==> config.mk <==
export PLATFORM = sky130hd
export DESIGN_NAME = line_error_counter_and_status_mux
export DESIGN_NICKNAME = d
export VERILOG_FILES = /design/src/hdl/err_diag_pkg.sv /design/src/hdl/line_error_counter_and_status_mux.sv
export SDC_FILE = /design/constraint.sdc
export NUM_CORES = 1
export LEC_CHECK = 0
export BUFFER_PORTS_ARGS = -buffer_cell sky130_fd_sc_hd__buf_2
export CORE_AREA = 2 2 133 135
export DETAILED_ROUTE_END_ITERATION = 16
export DIE_AREA = 0 0 135 137
export PLACE_DENSITY = 0.54
export SYNTH_ARGS = -nofsm -noshare
export SYNTH_HDL_FRONTEND = slang
export SYNTH_SLANG_ARGS = --single-unit
==> constraint.sdc <==
create_clock -name clk -period 3.7 [get_ports clk]
set_input_delay 0.37 -clock clk [delete_from_list [all_inputs] [get_ports clk]]
set_output_delay 0.37 -clock clk [all_outputs]
set_load 0.1 [all_outputs]
==> src/hdl/err_diag_pkg.sv <==
package err_diag_pkg;

	// ****************************************************************
	// timing
	// ****************************************************************
	localparam int unsigned CLK_FREQ_HZ = 200_000_000;
	localparam int unsigned TICK_PERIOD_S = 1;
	localparam int unsigned TICK_CYCLES = TICK_PERIOD_S * CLK_FREQ_HZ;
	localparam int TICK_W = 28;

	// ****************************************************************
	// register offsets (byte addresses, one word each)
	// ****************************************************************
	localparam logic [5:0] OFS_ERR_CFG = 6'h00;
	localparam logic [5:0] OFS_HOLD_HIGH = 6'h04;
	localparam logic [5:0] OFS_HOLD_LOW = 6'h08;
	localparam logic [5:0] OFS_IRQ_STATUS = 6'h0c;
	localparam logic [5:0] OFS_IRQ_MASK = 6'h10;
	localparam logic [5:0] OFS_IND_CFG = 6'h14;

	// ****************************************************************
	// field positions
	// ****************************************************************
	localparam int BIT_STROBE = 0;
	localparam int BIT_MODE = 1;
	localparam int SRC_LSB = 2;
	localparam int BIT_TICK = 0;
	localparam int BIT_OVF = 1;
	localparam int RX_SEL_LSB = 0;
	localparam int TX_SEL_LSB = 4;
	localparam int BIT_RX_NRZ = 8;
	localparam int BIT_RX_SLICED = 9;
	localparam int BIT_TX_NRZ = 10;
	localparam int BIT_TX_RZ = 11;

	// ****************************************************************
	// reset values and count limit
	// ****************************************************************
	localparam logic [4:0] ERR_CFG_RST = 5'h00;
	localparam logic [1:0] IRQ_MASK_RST = 2'h3;
	localparam logic [11:0] IND_CFG_RST = 12'h000;
	localparam logic [15:0] COUNT_MAX = 16'hffff;

	// ****************************************************************
	// encodings
	// ****************************************************************
	typedef enum logic [2:0] {
		SRC_RX_VIOL = 3'h0, SRC_RX_EXZ = 3'h1, SRC_RX_BOTH = 3'h2, SRC_TX_VIOL = 3'h3,
		SRC_TX_EXZ = 3'h4, SRC_TX_BOTH = 3'h5, SRC_PATTERN = 3'h6, SRC_RESERVED = 3'h7
	} count_src_e;

	typedef enum logic [2:0] {
		IND_SYNC = 3'h0, IND_ALARM = 3'h1, IND_LEVEL_A = 3'h2, IND_LEVEL_B = 3'h3,
		IND_EXZ = 3'h4, IND_VIOL = 3'h5, IND_BOTH = 3'h6, IND_LOSS = 3'h7
	} ind_sel_e;

	// ****************************************************************
	// carriers
	// ****************************************************************
	typedef struct packed {
		logic rx_line_violation;
		logic rx_line_excess_zeroes;
		logic tx_sys_violation;
		logic tx_sys_excess_zeroes;
		logic pattern_error;
	} error_events_s;

	typedef struct packed {
		logic pattern_sync;
		logic pattern_error;
		logic rx_line_alarm;
		logic pos_sliced;
		logic neg_sliced;
		logic recovered_clock;
		logic rx_line_signal_loss;
	} rx_status_s;

	typedef struct packed {
		logic pattern_sync;
		logic pattern_error;
		logic tx_sys_alarm;
		logic tx_overcurrent;
		logic tx_line_signal_loss;
		logic tx_sys_signal_loss;
	} tx_status_s;

endpackage

==> src/hdl/line_error_counter_and_status_mux.sv <==
// Overview of operation
// - one 16-bit error accumulator counts one configured error type
// - 3-bit source field picks one of seven error sources
// - transmit violation sources count nothing in transmit single-rail NRZ mode
// - accumulator buffered into hold registers; mode bit one auto, zero manual
// - auto mode updates hold registers every second from master clock timer
// - each second sets tick flag; interrupt unless tick mask blocks
// - at expiry copy count to hold registers and clear accumulator
// - manual mode: strobe rising edge copies count and clears accumulator
// - error at all-ones count sets overflow flag; interrupt unless masked
// - buffered count readable as high and low registers
// - rx indicator replaces neg-rail pin in NRZ, clock pin in sliced
// - 3-bit rx select chooses what the rx indicator shows
// - rx select 000: high in sync, low one cycle per error
// - rx select 001 follows line alarm, 111 follows line signal loss
// - rx select 011 outputs recovered clock, 010 sliced data xor
// - rx selects 100/101/110 pulse high per exz, violation, either
// - tx indicator replaces tx neg-rail pin in NRZ and dual-rail RZ
// - 3-bit tx select chooses what the tx indicator shows
// - tx NRZ mode disables violation, combined and system loss choices
// - tx select 000: high in sync, low one cycle per error
// - tx selects 001/010/011/111 follow alarm, overcurrent, line loss, sys loss
// - tx selects 100/101/110 pulse high per exz, violation, either
`timescale 1ns/1ps
`default_nettype none

module line_error_counter_and_status_mux
	import err_diag_pkg::*;
#(
	parameter int unsigned TICK_CYCLES_P = TICK_CYCLES
) (
	// clock and reset
	input wire logic clk,
	input wire logic reset,
	// avalon-mm slave
	input wire logic [5:0] address,
	input wire logic read,
	input wire logic write,
	input wire logic [31:0] writedata,
	input wire logic [3:0] byteenable,
	output logic [31:0] readdata,
	output logic waitrequest,
	// detector inputs
	input wire error_events_s events,
	input wire rx_status_s rx_status,
	input wire tx_status_s tx_status,
	// data to be shared with the indicator pins
	input wire logic rx_neg_rail_data,
	input wire logic rx_clock_data,
	input wire logic tx_neg_rail_data,
	// pins and interrupt
	output logic rx_neg_rail_pin,
	output logic rx_recovered_clock_pin,
	output logic tx_neg_rail_pin,
	output logic irq
);

	// ****************************************************************
	// helpers
	// ****************************************************************

	// merge write data into a register by byte lanes
	function automatic logic [31:0] lane_merge(input logic [31:0] old_v,
		input logic [31:0] new_v, input logic [3:0] be);
		logic [31:0] r;
		r = old_v;
		for (int i = 0; i < 4; i++) begin
			if (be[i]) begin
				r[i*8 +: 8] = new_v[i*8 +: 8];
			end
		end
		return r;
	endfunction

	// indicator selection shared by receive and transmit pins
	function automatic logic pick_indicator(input logic [2:0] sel, input logic sync,
		input logic perr, input logic lvl1, input logic lvl2, input logic lvl3,
		input logic exz, input logic viol, input logic lvl7);
		logic r;
		r = 1'b0;
		case (sel)
			IND_SYNC: r = sync & ~perr;
			IND_ALARM: r = lvl1;
			IND_LEVEL_A: r = lvl2;
			IND_LEVEL_B: r = lvl3;
			IND_EXZ: r = exz;
			IND_VIOL: r = viol;
			IND_BOTH: r = exz | viol;
			default: r = lvl7;
		endcase
		return r;
	endfunction

	// increment for one cycle of events
	// source decode, nrz gate
	function automatic logic [1:0] count_step(input logic [2:0] src, input error_events_s ev,
		input logic tx_nrz);
		logic [1:0] r;
		r = 2'h0;
		case (src)
			SRC_RX_VIOL: r = {1'b0, ev.rx_line_violation};
			SRC_RX_EXZ: r = {1'b0, ev.rx_line_excess_zeroes};
			SRC_RX_BOTH: r = 2'({1'b0, ev.rx_line_violation})
				+ 2'({1'b0, ev.rx_line_excess_zeroes});
			SRC_TX_VIOL: r = {1'b0, ev.tx_sys_violation & ~tx_nrz};
			SRC_TX_EXZ: r = {1'b0, ev.tx_sys_excess_zeroes};
			SRC_TX_BOTH: r = tx_nrz ? 2'h0 : 2'({1'b0, ev.tx_sys_violation})
				+ 2'({1'b0, ev.tx_sys_excess_zeroes});
			SRC_PATTERN: r = {1'b0, ev.pattern_error};
			default: r = 2'h0;
		endcase
		return r;
	endfunction

	// ****************************************************************
	// state
	// ****************************************************************
	logic [4:0] err_cfg;
	logic [1:0] irq_mask;
	logic [11:0] ind_cfg;
	logic second_tick_flag;
	logic count_overflow_flag;
	logic [15:0] accum;
	logic [15:0] hold;
	logic [TICK_W-1:0] tick_count;
	logic [4:0] next_err_cfg;
	logic [1:0] next_irq_mask;
	logic [11:0] next_ind_cfg;
	logic next_second_tick_flag;
	logic next_count_overflow_flag;
	logic [15:0] next_accum;
	logic [15:0] next_hold;
	logic [TICK_W-1:0] next_tick_count;
	logic [31:0] next_readdata;
	logic next_waitrequest;
	logic next_irq;
	logic next_rx_neg;
	logic next_rx_clk;
	logic next_tx_neg;

	logic update_mode;
	logic [2:0] count_source_sel;
	logic [2:0] rx_indicator_sel;
	logic [2:0] tx_indicator_sel;
	logic rx_nrz;
	logic rx_sliced;
	logic tx_nrz;
	logic tx_rz;
	logic wr_go;
	logic tick;
	logic strobe_rise;
	logic transfer;
	logic [1:0] step;
	logic [16:0] sum;
	logic [31:0] wmerge;
	logic [31:0] ind_merge;
	logic rx_indicator_pin;
	logic tx_indicator_pin;

	assign update_mode = err_cfg[BIT_MODE];
	assign count_source_sel = err_cfg[SRC_LSB +: 3];
	assign rx_indicator_sel = ind_cfg[RX_SEL_LSB +: 3];
	assign tx_indicator_sel = ind_cfg[TX_SEL_LSB +: 3];
	assign rx_nrz = ind_cfg[BIT_RX_NRZ];
	assign rx_sliced = ind_cfg[BIT_RX_SLICED];
	assign tx_nrz = ind_cfg[BIT_TX_NRZ];
	assign tx_rz = ind_cfg[BIT_TX_RZ];
	assign wr_go = write & ~waitrequest;

	// ****************************************************************
	// one-second timer and counting
	// ****************************************************************

	assign tick = (tick_count == TICK_W'(TICK_CYCLES_P - 1));

	// strobe rising edge in manual mode
	assign wmerge = lane_merge({27'h0, err_cfg}, writedata, byteenable);
	assign ind_merge = lane_merge({20'h0, ind_cfg}, writedata, byteenable);
	assign strobe_rise = wr_go && (address == OFS_ERR_CFG) && !update_mode
		&& !err_cfg[BIT_STROBE] && wmerge[BIT_STROBE];

	assign transfer = update_mode ? tick : strobe_rise;

	assign step = count_step(count_source_sel, events, tx_nrz);
	assign sum = {1'b0, accum} + {15'h0, step};

	// next values of timer, accumulator, hold and flags
	always_comb begin
		next_tick_count = tick ? '0 : tick_count + TICK_W'(1);
		next_hold = hold;
		next_accum = accum;
		next_count_overflow_flag = count_overflow_flag;
		next_second_tick_flag = second_tick_flag;
		if (sum[16]) begin
			next_accum = COUNT_MAX;
		end else begin
			next_accum = sum[15:0];
		end
		if (transfer) begin
			next_hold = accum;
			next_accum = {14'h0, step};
		end
		// software clears by writing one; hardware set wins below
		if (wr_go && address == OFS_IRQ_STATUS) begin
			if (byteenable[0] && writedata[BIT_TICK]) begin
				next_second_tick_flag = 1'b0;
			end
			if (byteenable[0] && writedata[BIT_OVF]) begin
				next_count_overflow_flag = 1'b0;
			end
		end
		if (tick) begin
			next_second_tick_flag = 1'b1;
		end
		// overflow when full and another error arrives
		if (!transfer && step != 2'h0 && sum[16]) begin
			next_count_overflow_flag = 1'b1;
		end
	end

	// register timer, accumulator, hold and flags
	always_ff @(posedge clk) begin
		if (reset) begin
			tick_count <= '0;
			accum <= 16'h0000;
			hold <= 16'h0000;
			second_tick_flag <= 1'b0;
			count_overflow_flag <= 1'b0;
		end else begin
			tick_count <= next_tick_count;
			accum <= next_accum;
			hold <= next_hold;
			second_tick_flag <= next_second_tick_flag;
			count_overflow_flag <= next_count_overflow_flag;
		end
	end

	// ****************************************************************
	// register bus
	// ****************************************************************

	// next values of configuration and bus answer
	always_comb begin
		next_err_cfg = err_cfg;
		next_irq_mask = irq_mask;
		next_ind_cfg = ind_cfg;
		next_readdata = readdata;
		// one wait cycle, then a one-cycle answer
		next_waitrequest = !((read | write) && waitrequest);
		if (wr_go) begin
			if (address == OFS_ERR_CFG) begin
				next_err_cfg = wmerge[4:0];
			end else if (address == OFS_IRQ_MASK) begin
				next_irq_mask = byteenable[0] ? writedata[1:0] : irq_mask;
			end else if (address == OFS_IND_CFG) begin
				next_ind_cfg = ind_merge[11:0];
			end
		end
		if (read && waitrequest) begin
			// hold count as high and low bytes
			if (address == OFS_ERR_CFG) begin
				next_readdata = {27'h0, err_cfg};
			end else if (address == OFS_HOLD_HIGH) begin
				next_readdata = {24'h0, hold[15:8]};
			end else if (address == OFS_HOLD_LOW) begin
				next_readdata = {24'h0, hold[7:0]};
			end else if (address == OFS_IRQ_STATUS) begin
				next_readdata = {30'h0, count_overflow_flag, second_tick_flag};
			end else if (address == OFS_IRQ_MASK) begin
				next_readdata = {30'h0, irq_mask};
			end else if (address == OFS_IND_CFG) begin
				next_readdata = {20'h0, ind_cfg};
			end else begin
				next_readdata = 32'h0000_0000;
			end
		end
	end

	// register configuration and bus answer
	always_ff @(posedge clk) begin
		if (reset) begin
			err_cfg <= ERR_CFG_RST;
			irq_mask <= IRQ_MASK_RST;
			ind_cfg <= IND_CFG_RST;
			readdata <= 32'h0000_0000;
			waitrequest <= 1'b1;
		end else begin
			err_cfg <= next_err_cfg;
			irq_mask <= next_irq_mask;
			ind_cfg <= next_ind_cfg;
			readdata <= next_readdata;
			waitrequest <= next_waitrequest;
		end
	end

	// ****************************************************************
	// indicator pins and interrupt
	// ****************************************************************

	assign rx_indicator_pin = pick_indicator(rx_indicator_sel, rx_status.pattern_sync,
		rx_status.pattern_error, rx_status.rx_line_alarm,
		rx_status.pos_sliced ^ rx_status.neg_sliced, rx_status.recovered_clock,
		events.rx_line_excess_zeroes, events.rx_line_violation,
		rx_status.rx_line_signal_loss);

	// tx selection; nrz disables 101 to 111; per code
	assign tx_indicator_pin = (tx_nrz && tx_indicator_sel >= IND_VIOL) ? 1'b0 :
		pick_indicator(tx_indicator_sel, tx_status.pattern_sync,
		tx_status.pattern_error, tx_status.tx_sys_alarm, tx_status.tx_overcurrent,
		tx_status.tx_line_signal_loss, events.tx_sys_excess_zeroes,
		events.tx_sys_violation, tx_status.tx_sys_signal_loss);

	// next values of pins and interrupt
	always_comb begin
		next_rx_neg = rx_nrz ? rx_indicator_pin : rx_neg_rail_data;
		next_rx_clk = rx_sliced ? rx_indicator_pin : rx_clock_data;
		next_tx_neg = (tx_nrz | tx_rz) ? tx_indicator_pin : tx_neg_rail_data;
		next_irq = (second_tick_flag & ~irq_mask[BIT_TICK])
			| (count_overflow_flag & ~irq_mask[BIT_OVF]);
	end

	// register pins and interrupt
	always_ff @(posedge clk) begin
		if (reset) begin
			rx_neg_rail_pin <= 1'b0;
			rx_recovered_clock_pin <= 1'b0;
			tx_neg_rail_pin <= 1'b0;
			irq <= 1'b0;
		end else begin
			rx_neg_rail_pin <= next_rx_neg;
			rx_recovered_clock_pin <= next_rx_clk;
			tx_neg_rail_pin <= next_tx_neg;
			irq <= next_irq;
		end
	end
endmodule // line_error_counter_and_status_mux

`default_nettype wire

==> reports/summary.txt, run 1 <==
grt total ovfl - 0
worst path required time - 3.98 ns
max-slew violation count - 0
mapped cell area - 4860 um2
dpl hpwl - 8640 um
post-route ant nets - 0
pwr dens - 395 nW/um2
Pwr Total - 2200 uW
NetSw - 619 uW
peak supply drop - 0.201 mV
crit start category - flop
Via-to-Cell Ratio - 4.74
drt total wl - 11400 um
combinational share of power - 0.102
min Tclk post-route - 3.17 ns
Lkg Pwr - 0.00204 uW
layout cell share with drive strength beyond 1 - 0.154
Die Y - 137 um
CTS tree - built
syn_area_per_cell - 8.80 um2
top cells by area, synth - dfxtp_1 (40%), mux2i_1 (7.6%), nor2_1 (6.1%)
Remaining DRCs - 0
Initial DRC Count - 199
std cell rows - 48
ys flop type - dfxtp_1
RSZ-0062 raised after global routing - no
post-synth top area share - 0.403
initial antenna violation count - 1
GP Congestion - 0.831
first-pass GRT wire length - 19000 um
cell with the most instances after synthesis - dfxtp_1
Initial DRT Pass Iterations - 4
Avg WL per Cell - 13.7 um
Hold WC Path Type - primary input to flop
Ys Warns - 0
asr flop ratio synth - 0
crit-path max FO - 8
Clock Skews - 0.0106 ns
Max Fclk - 315 MHz
H-tree levels - 3
sw frac - 0.282
final period utilization - 0.857
Layout Nets - 681
Synth cell types - 58
Clock Power Share - 0.411
Root Driver - clkbuf_16
starting density of the core - 0.285
TNS Setup - 0 ns
#FFs+latches synth - 98
CTS max path bufs - 2
total track usage - 0.128
final hold violation count - 0
EDFF count, synth - 0
most frequent cells after synthesis - dfxtp_1 (98), nor2_1 (79), a21oi_1 (41)
post-cts hold buffer count - 0
Setup Buffers After CTS - 0
CTS Buf Count - 9
relative slew slack - 0.410
CP Class - flop to flop
largest net degree at the start of global routing - 32
Seq/Total Area, Yosys - 0.403
status - completed
worst slew pin tran - 0.885 ns
area delta synth->final - 14.3%
Port Buf Inserts - 61
post_cts resized - 0
Final setup viols - 0
Die W - 135 um
vias in the first global route - 3849
worst skew pair latency - 0.35 ns
# Max-Cap Violations - 0
die area - 18500 um2
DR vias - 3964
num ports - 104
# diodes - 0
P_int - 1580 uW
Clock Sinks - 98
cells after synthesis - 553
CP endpoint kind - flop
dominant cell type by area after synthesis - dfxtp_1
Core Area - 17100 um2
Reg power frac - 0.486
Worst Path Arrival - 3.45 ns
clock-pin slew on the worst setup and hold paths - 0.07 ns
final hold slack - 0.255 ns
[kinds of logic (layout without fill, tap and decap cells)]
| family | after synthesis | count (layout) | synth area share |
|---|---|---|---|
| fa+ha+maj | 8 | 8 | 0.0221 |
| compound gates | 86 | 86 | 0.111 |
| buf+inv | 64 | 103 | 0.0759 |
| simple gates | 220 | 220 | 0.237 |
| xor+xnor | 37 | 37 | 0.0666 |
| other cells | 1 | 20 | 0.000771 |
| mux | 39 | 39 | 0.0831 |
| flops | 98 | 98 | 0.403 |
[metal layers]
layer	global-route usage	share of wire	up-vias
li1	-	-	2000
met3	0.0330	0.049	14
met5	0	0.0011	-
met1	0.158	0.47	1854
met2	0.219	0.47	94
met4	0.0399	0.014	2
[cell usage in the layout, fill, tap and decap left out, types with 9 or more instances in the layout]
cell type / count
dfxtp_1: 98
nor2_1: 79
buf_2: 61
a21oi_1: 41
mux2i_1: 37
nand2_1: 36
nand3_1: 26
xnor2_1: 20
conb_1: 20
inv_1: 19
xor2_1: 17
nand4_1: 13
nor4_1: 9
nor3_1: 9
and3_1: 9
clkbuf_16: 9
[final timing paths]
path,startpoint,end,slack [ns],cells past startpoint
worst max-delay path,err_cfg[3],accum[0],0.53,12
worst min-delay path,read,waitrequest,0.25,2
worst max register to register,err_cfg[3],accum[0],0.53,12
worst min register to register,tick_count[0],tick_count[0],0.44,1
[critical path, cell delays in order, from the launching register on]
cell	delay [ns]
dfxtp_1	0.51
mux2i_1	0.13
o21a_1	0.18
a221oi_1	0.32
buf_4	0.19
ha_1	0.17
inv_1	0.06
fa_1	0.43
nand2b_1	0.21
nor4_2	0.30
nand2b_1	0.23
a21o_1	0.23
a21oi_1	0.14
[flip-flops by register name, summed over array words and instances (netlist names)]
| signal | count |
|---|---|
| tick_count | 28 |
| accum | 16 |
| hold | 16 |
| ind_cfg | 12 |
| readdata | 12 |
| err_cfg | 5 |
| irq_mask | 2 |
| count_overflow_flag | 1 |
| irq | 1 |
| rx_neg_rail_pin | 1 |
| rx_recovered_clock_pin | 1 |
| second_tick_flag | 1 |
| tx_neg_rail_pin | 1 |
| waitrequest | 1 |
[through the flow]
step,utilization,instances,instance area [um2],worst slack [ns]
finish,0.326,836,5560,0.530
global route,0.326,836,5560,0.173
CTS,0.326,836,5560,0.526
detailed placement,0.309,820,5280,0.504
global placement,0.309,820,5280,0.534
floorplan,-,572,4940,0.873
[final cells by class]
type,instances,area (um2)
Tap cell,225,282
Timing Repair Buffer,68,358
Clock buffer,10,229
Clock inverter,6,55.1
Inverter,19,71.3
Sequential cell,98,1960
Fill cell,1821,11500
Multi-Input combinational cell,410,2610
[power groups by stage]
stage	Clock, uW	Sequential, uW	Combinational (uW)
floorplan	0	1110	171
global placement	0	1090	223
detailed placement	0	1090	224
CTS	937	1070	225
global route	975	1070	241
finish	904	1070	225
No activity file was read; power rests on OpenSTA's default activity.
==> run 2, diff against run 1 <==
Settings changed: CORE_AREA 2 2 133 135 to 2 2 112 114, DIE_AREA 0 0 135 137 to 0 0 114 116, PLACE_DENSITY 0.54 to 0.69.
==> run 2 against run 1 <==
  * Worst hold slack improved by 0.011 ns
  * Die area shrank 28%
  * Sequential share of layout area increased by 0.79 points
  * Sequential cell count unchanged
  * Global-route usage increased by 4.3 points
  * Setup slack got worse by 0.14 ns
  * Clock skew is 0.0039 ns lower
  * Wire length fell by 4.1%
  * Power decreased by 2.2%
  * Count of clock-buffer cells in the layout is 3 higher
  * Clock power fell by 5.2%
  * Largest cell class unchanged
  * Highest routed layer is now met4
==> reports/summary.txt, run 2 (synthesis gave the netlist of run 1 again) <==
Lkg Pwr - 0.00203 uW
final period utilization - 0.893
post_cts resized - 0
clock-pin slew on the worst setup and hold paths - 0.06 ns
commonest non-fill, non-tap cell in the layout - dfxtp_1
Worst Path Arrival - 3.58 ns
Hold WC Path Type - primary input to flop
pwr dens - 395 nW/um2
peak supply drop - 0.199 mV
Core Area - 11900 um2
Die Y - 116 um
Avg WL per Cell - 14.5 um
DR vias - 3957
Initial DRC Count - 236
Port Buf Inserts - 61
relative slew slack - 0.400
Pwr Total - 2150 uW
post-cts hold buffer count - 0
CP max stage cell - dfxtp_1
CP Buf/Inv Count - 2
post-route cell area - 5440 um2
Layout Nets - 680
GP Congestion - 0.842
biggest regs - tick_count x28, accum x16, hold x16
Top reg by flops - tick_count
worst skew pair latency - 0.34 ns
starting density of the core - 0.408
min Tclk post-route - 3.31 ns
num ports - 104
Max Fclk - 303 MHz
worst slew pin tran - 0.901 ns
Die W - 114 um
final hold violation count - 0
Clock Sinks - 98
initial antenna violation count - 1
first-pass GRT wire length - 18000 um
Critical Path Max Stage Delay - 0.43 ns
H-tree levels - 3
Setup Buffers After CTS - 0
dpl hpwl - 8070 um
# Max-Cap Violations - 0
post-route ant nets - 0
std cell rows - 40
area delta synth->final - 11.8%
drt total wl - 11000 um
max-slew violation count - 0
CP endpoint kind - flop
CP Class - flop to flop
Initial DRT Pass Iterations - 4
total track usage - 0.171
CTS tree - built
placed cell area - 5170 um2
Via-to-Cell Ratio - 5.22
status - completed
CP delay by family, top - simple AND/OR/NAND/NOR gates
worst path required time - 3.98 ns
Clock Skews - 0.00669 ns
die area - 13200 um2
RSZ-0062 raised after global routing - no
max reg flops - 28
critical-path cell list - nor3b_1 -> nand2_1 -> a221oi_1 -> buf_4 -> ha_1 -> inv_1 -> fa_1 -> nand2b_1 -> nor4_2 -> nand2b_1 -> a21o_1 -> a21oi_1
most frequent cells in the layout - dfxtp_1 (98), nor2_1 (79), buf_2 (61)
TNS Setup - 0 ns
vias in the first global route - 3743
layout cell share with drive strength beyond 1 - 0.149
grt total ovfl - 0
most frequent CP cell - nand2b_1
Final setup viols - 0
CTS max path bufs - 2
largest net degree at the start of global routing - 29
Remaining DRCs - 0
crit-path max FO - 8
Root Driver - clkbuf_16
crit start category - flop
CTS Buf Count - 9
==> run 2: cell types whose count changed in the layout (fill, tap and decap cells not counted), sizes merged <==
cell / before / now
clkinv: 2 / 3
buf: 68 / 67
inv: 23 / 19
clkbuf: 10 / 13
diode: 0 / 1
==> run 2: worst paths after layout <==
check                                    from       endpoint  slack [ns]  depth (start not counted)
worst max-delay path               err_cfg[2]       accum[1]        0.39                         12
worst min-delay path             writedata[5]     ind_cfg[5]        0.27                          3
worst max register to register     err_cfg[2]       accum[1]        0.39                         12
worst min register to register  tick_count[0]  tick_count[0]        0.45                          1
==> run 2: where the power goes <==
part | switching [uW] | internal, uW
combinational | 178 | 45.0
sequential | 6.60 | 1060
clock | 385 | 472
==> run 2: area by class of cell <==
class / count / area [um2]
repair buffers: 67 / 350
fillers: 1165 / 6470
multi-input cells: 410 / 2610
well taps: 147 / 184
clock inverters: 3 / 15.0
flip-flops and latches: 98 / 1960
diodes: 1 / 2.50
inverters: 19 / 71.3
clock buffers: 13 / 250
==> run 2: worst min-delay path, stage by stage <==
cell,delay (ns)
buf_2,0.08
mux2i_1,0.05
nor2_1,0.07
==> run 2: per-stage QoR <==
stage / setup WS [ns] / instances / hold slack [ns] / utilization
after floorplan: 0.873 / 572 / 0.413 / -
after global placement: 0.436 / 741 / 0.425 / 0.434
after detailed placement: 0.401 / 741 / 0.439 / 0.434
after CTS: 0.427 / 757 / 0.249 / 0.457
after global routing: 0.101 / 757 / 0.263 / 0.457
final: 0.395 / 758 / 0.266 / 0.457
==> run 2: per-layer routing <==
metal | GRT usage | part of all wire | up-vias
met5 | 0 | 0 | -
met4 | 0.0675 | 0.011 | 0
met3 | 0.0366 | 0.052 | 9
met2 | 0.288 | 0.48 | 95
met1 | 0.215 | 0.46 | 1847
li1 | - | - | 2006
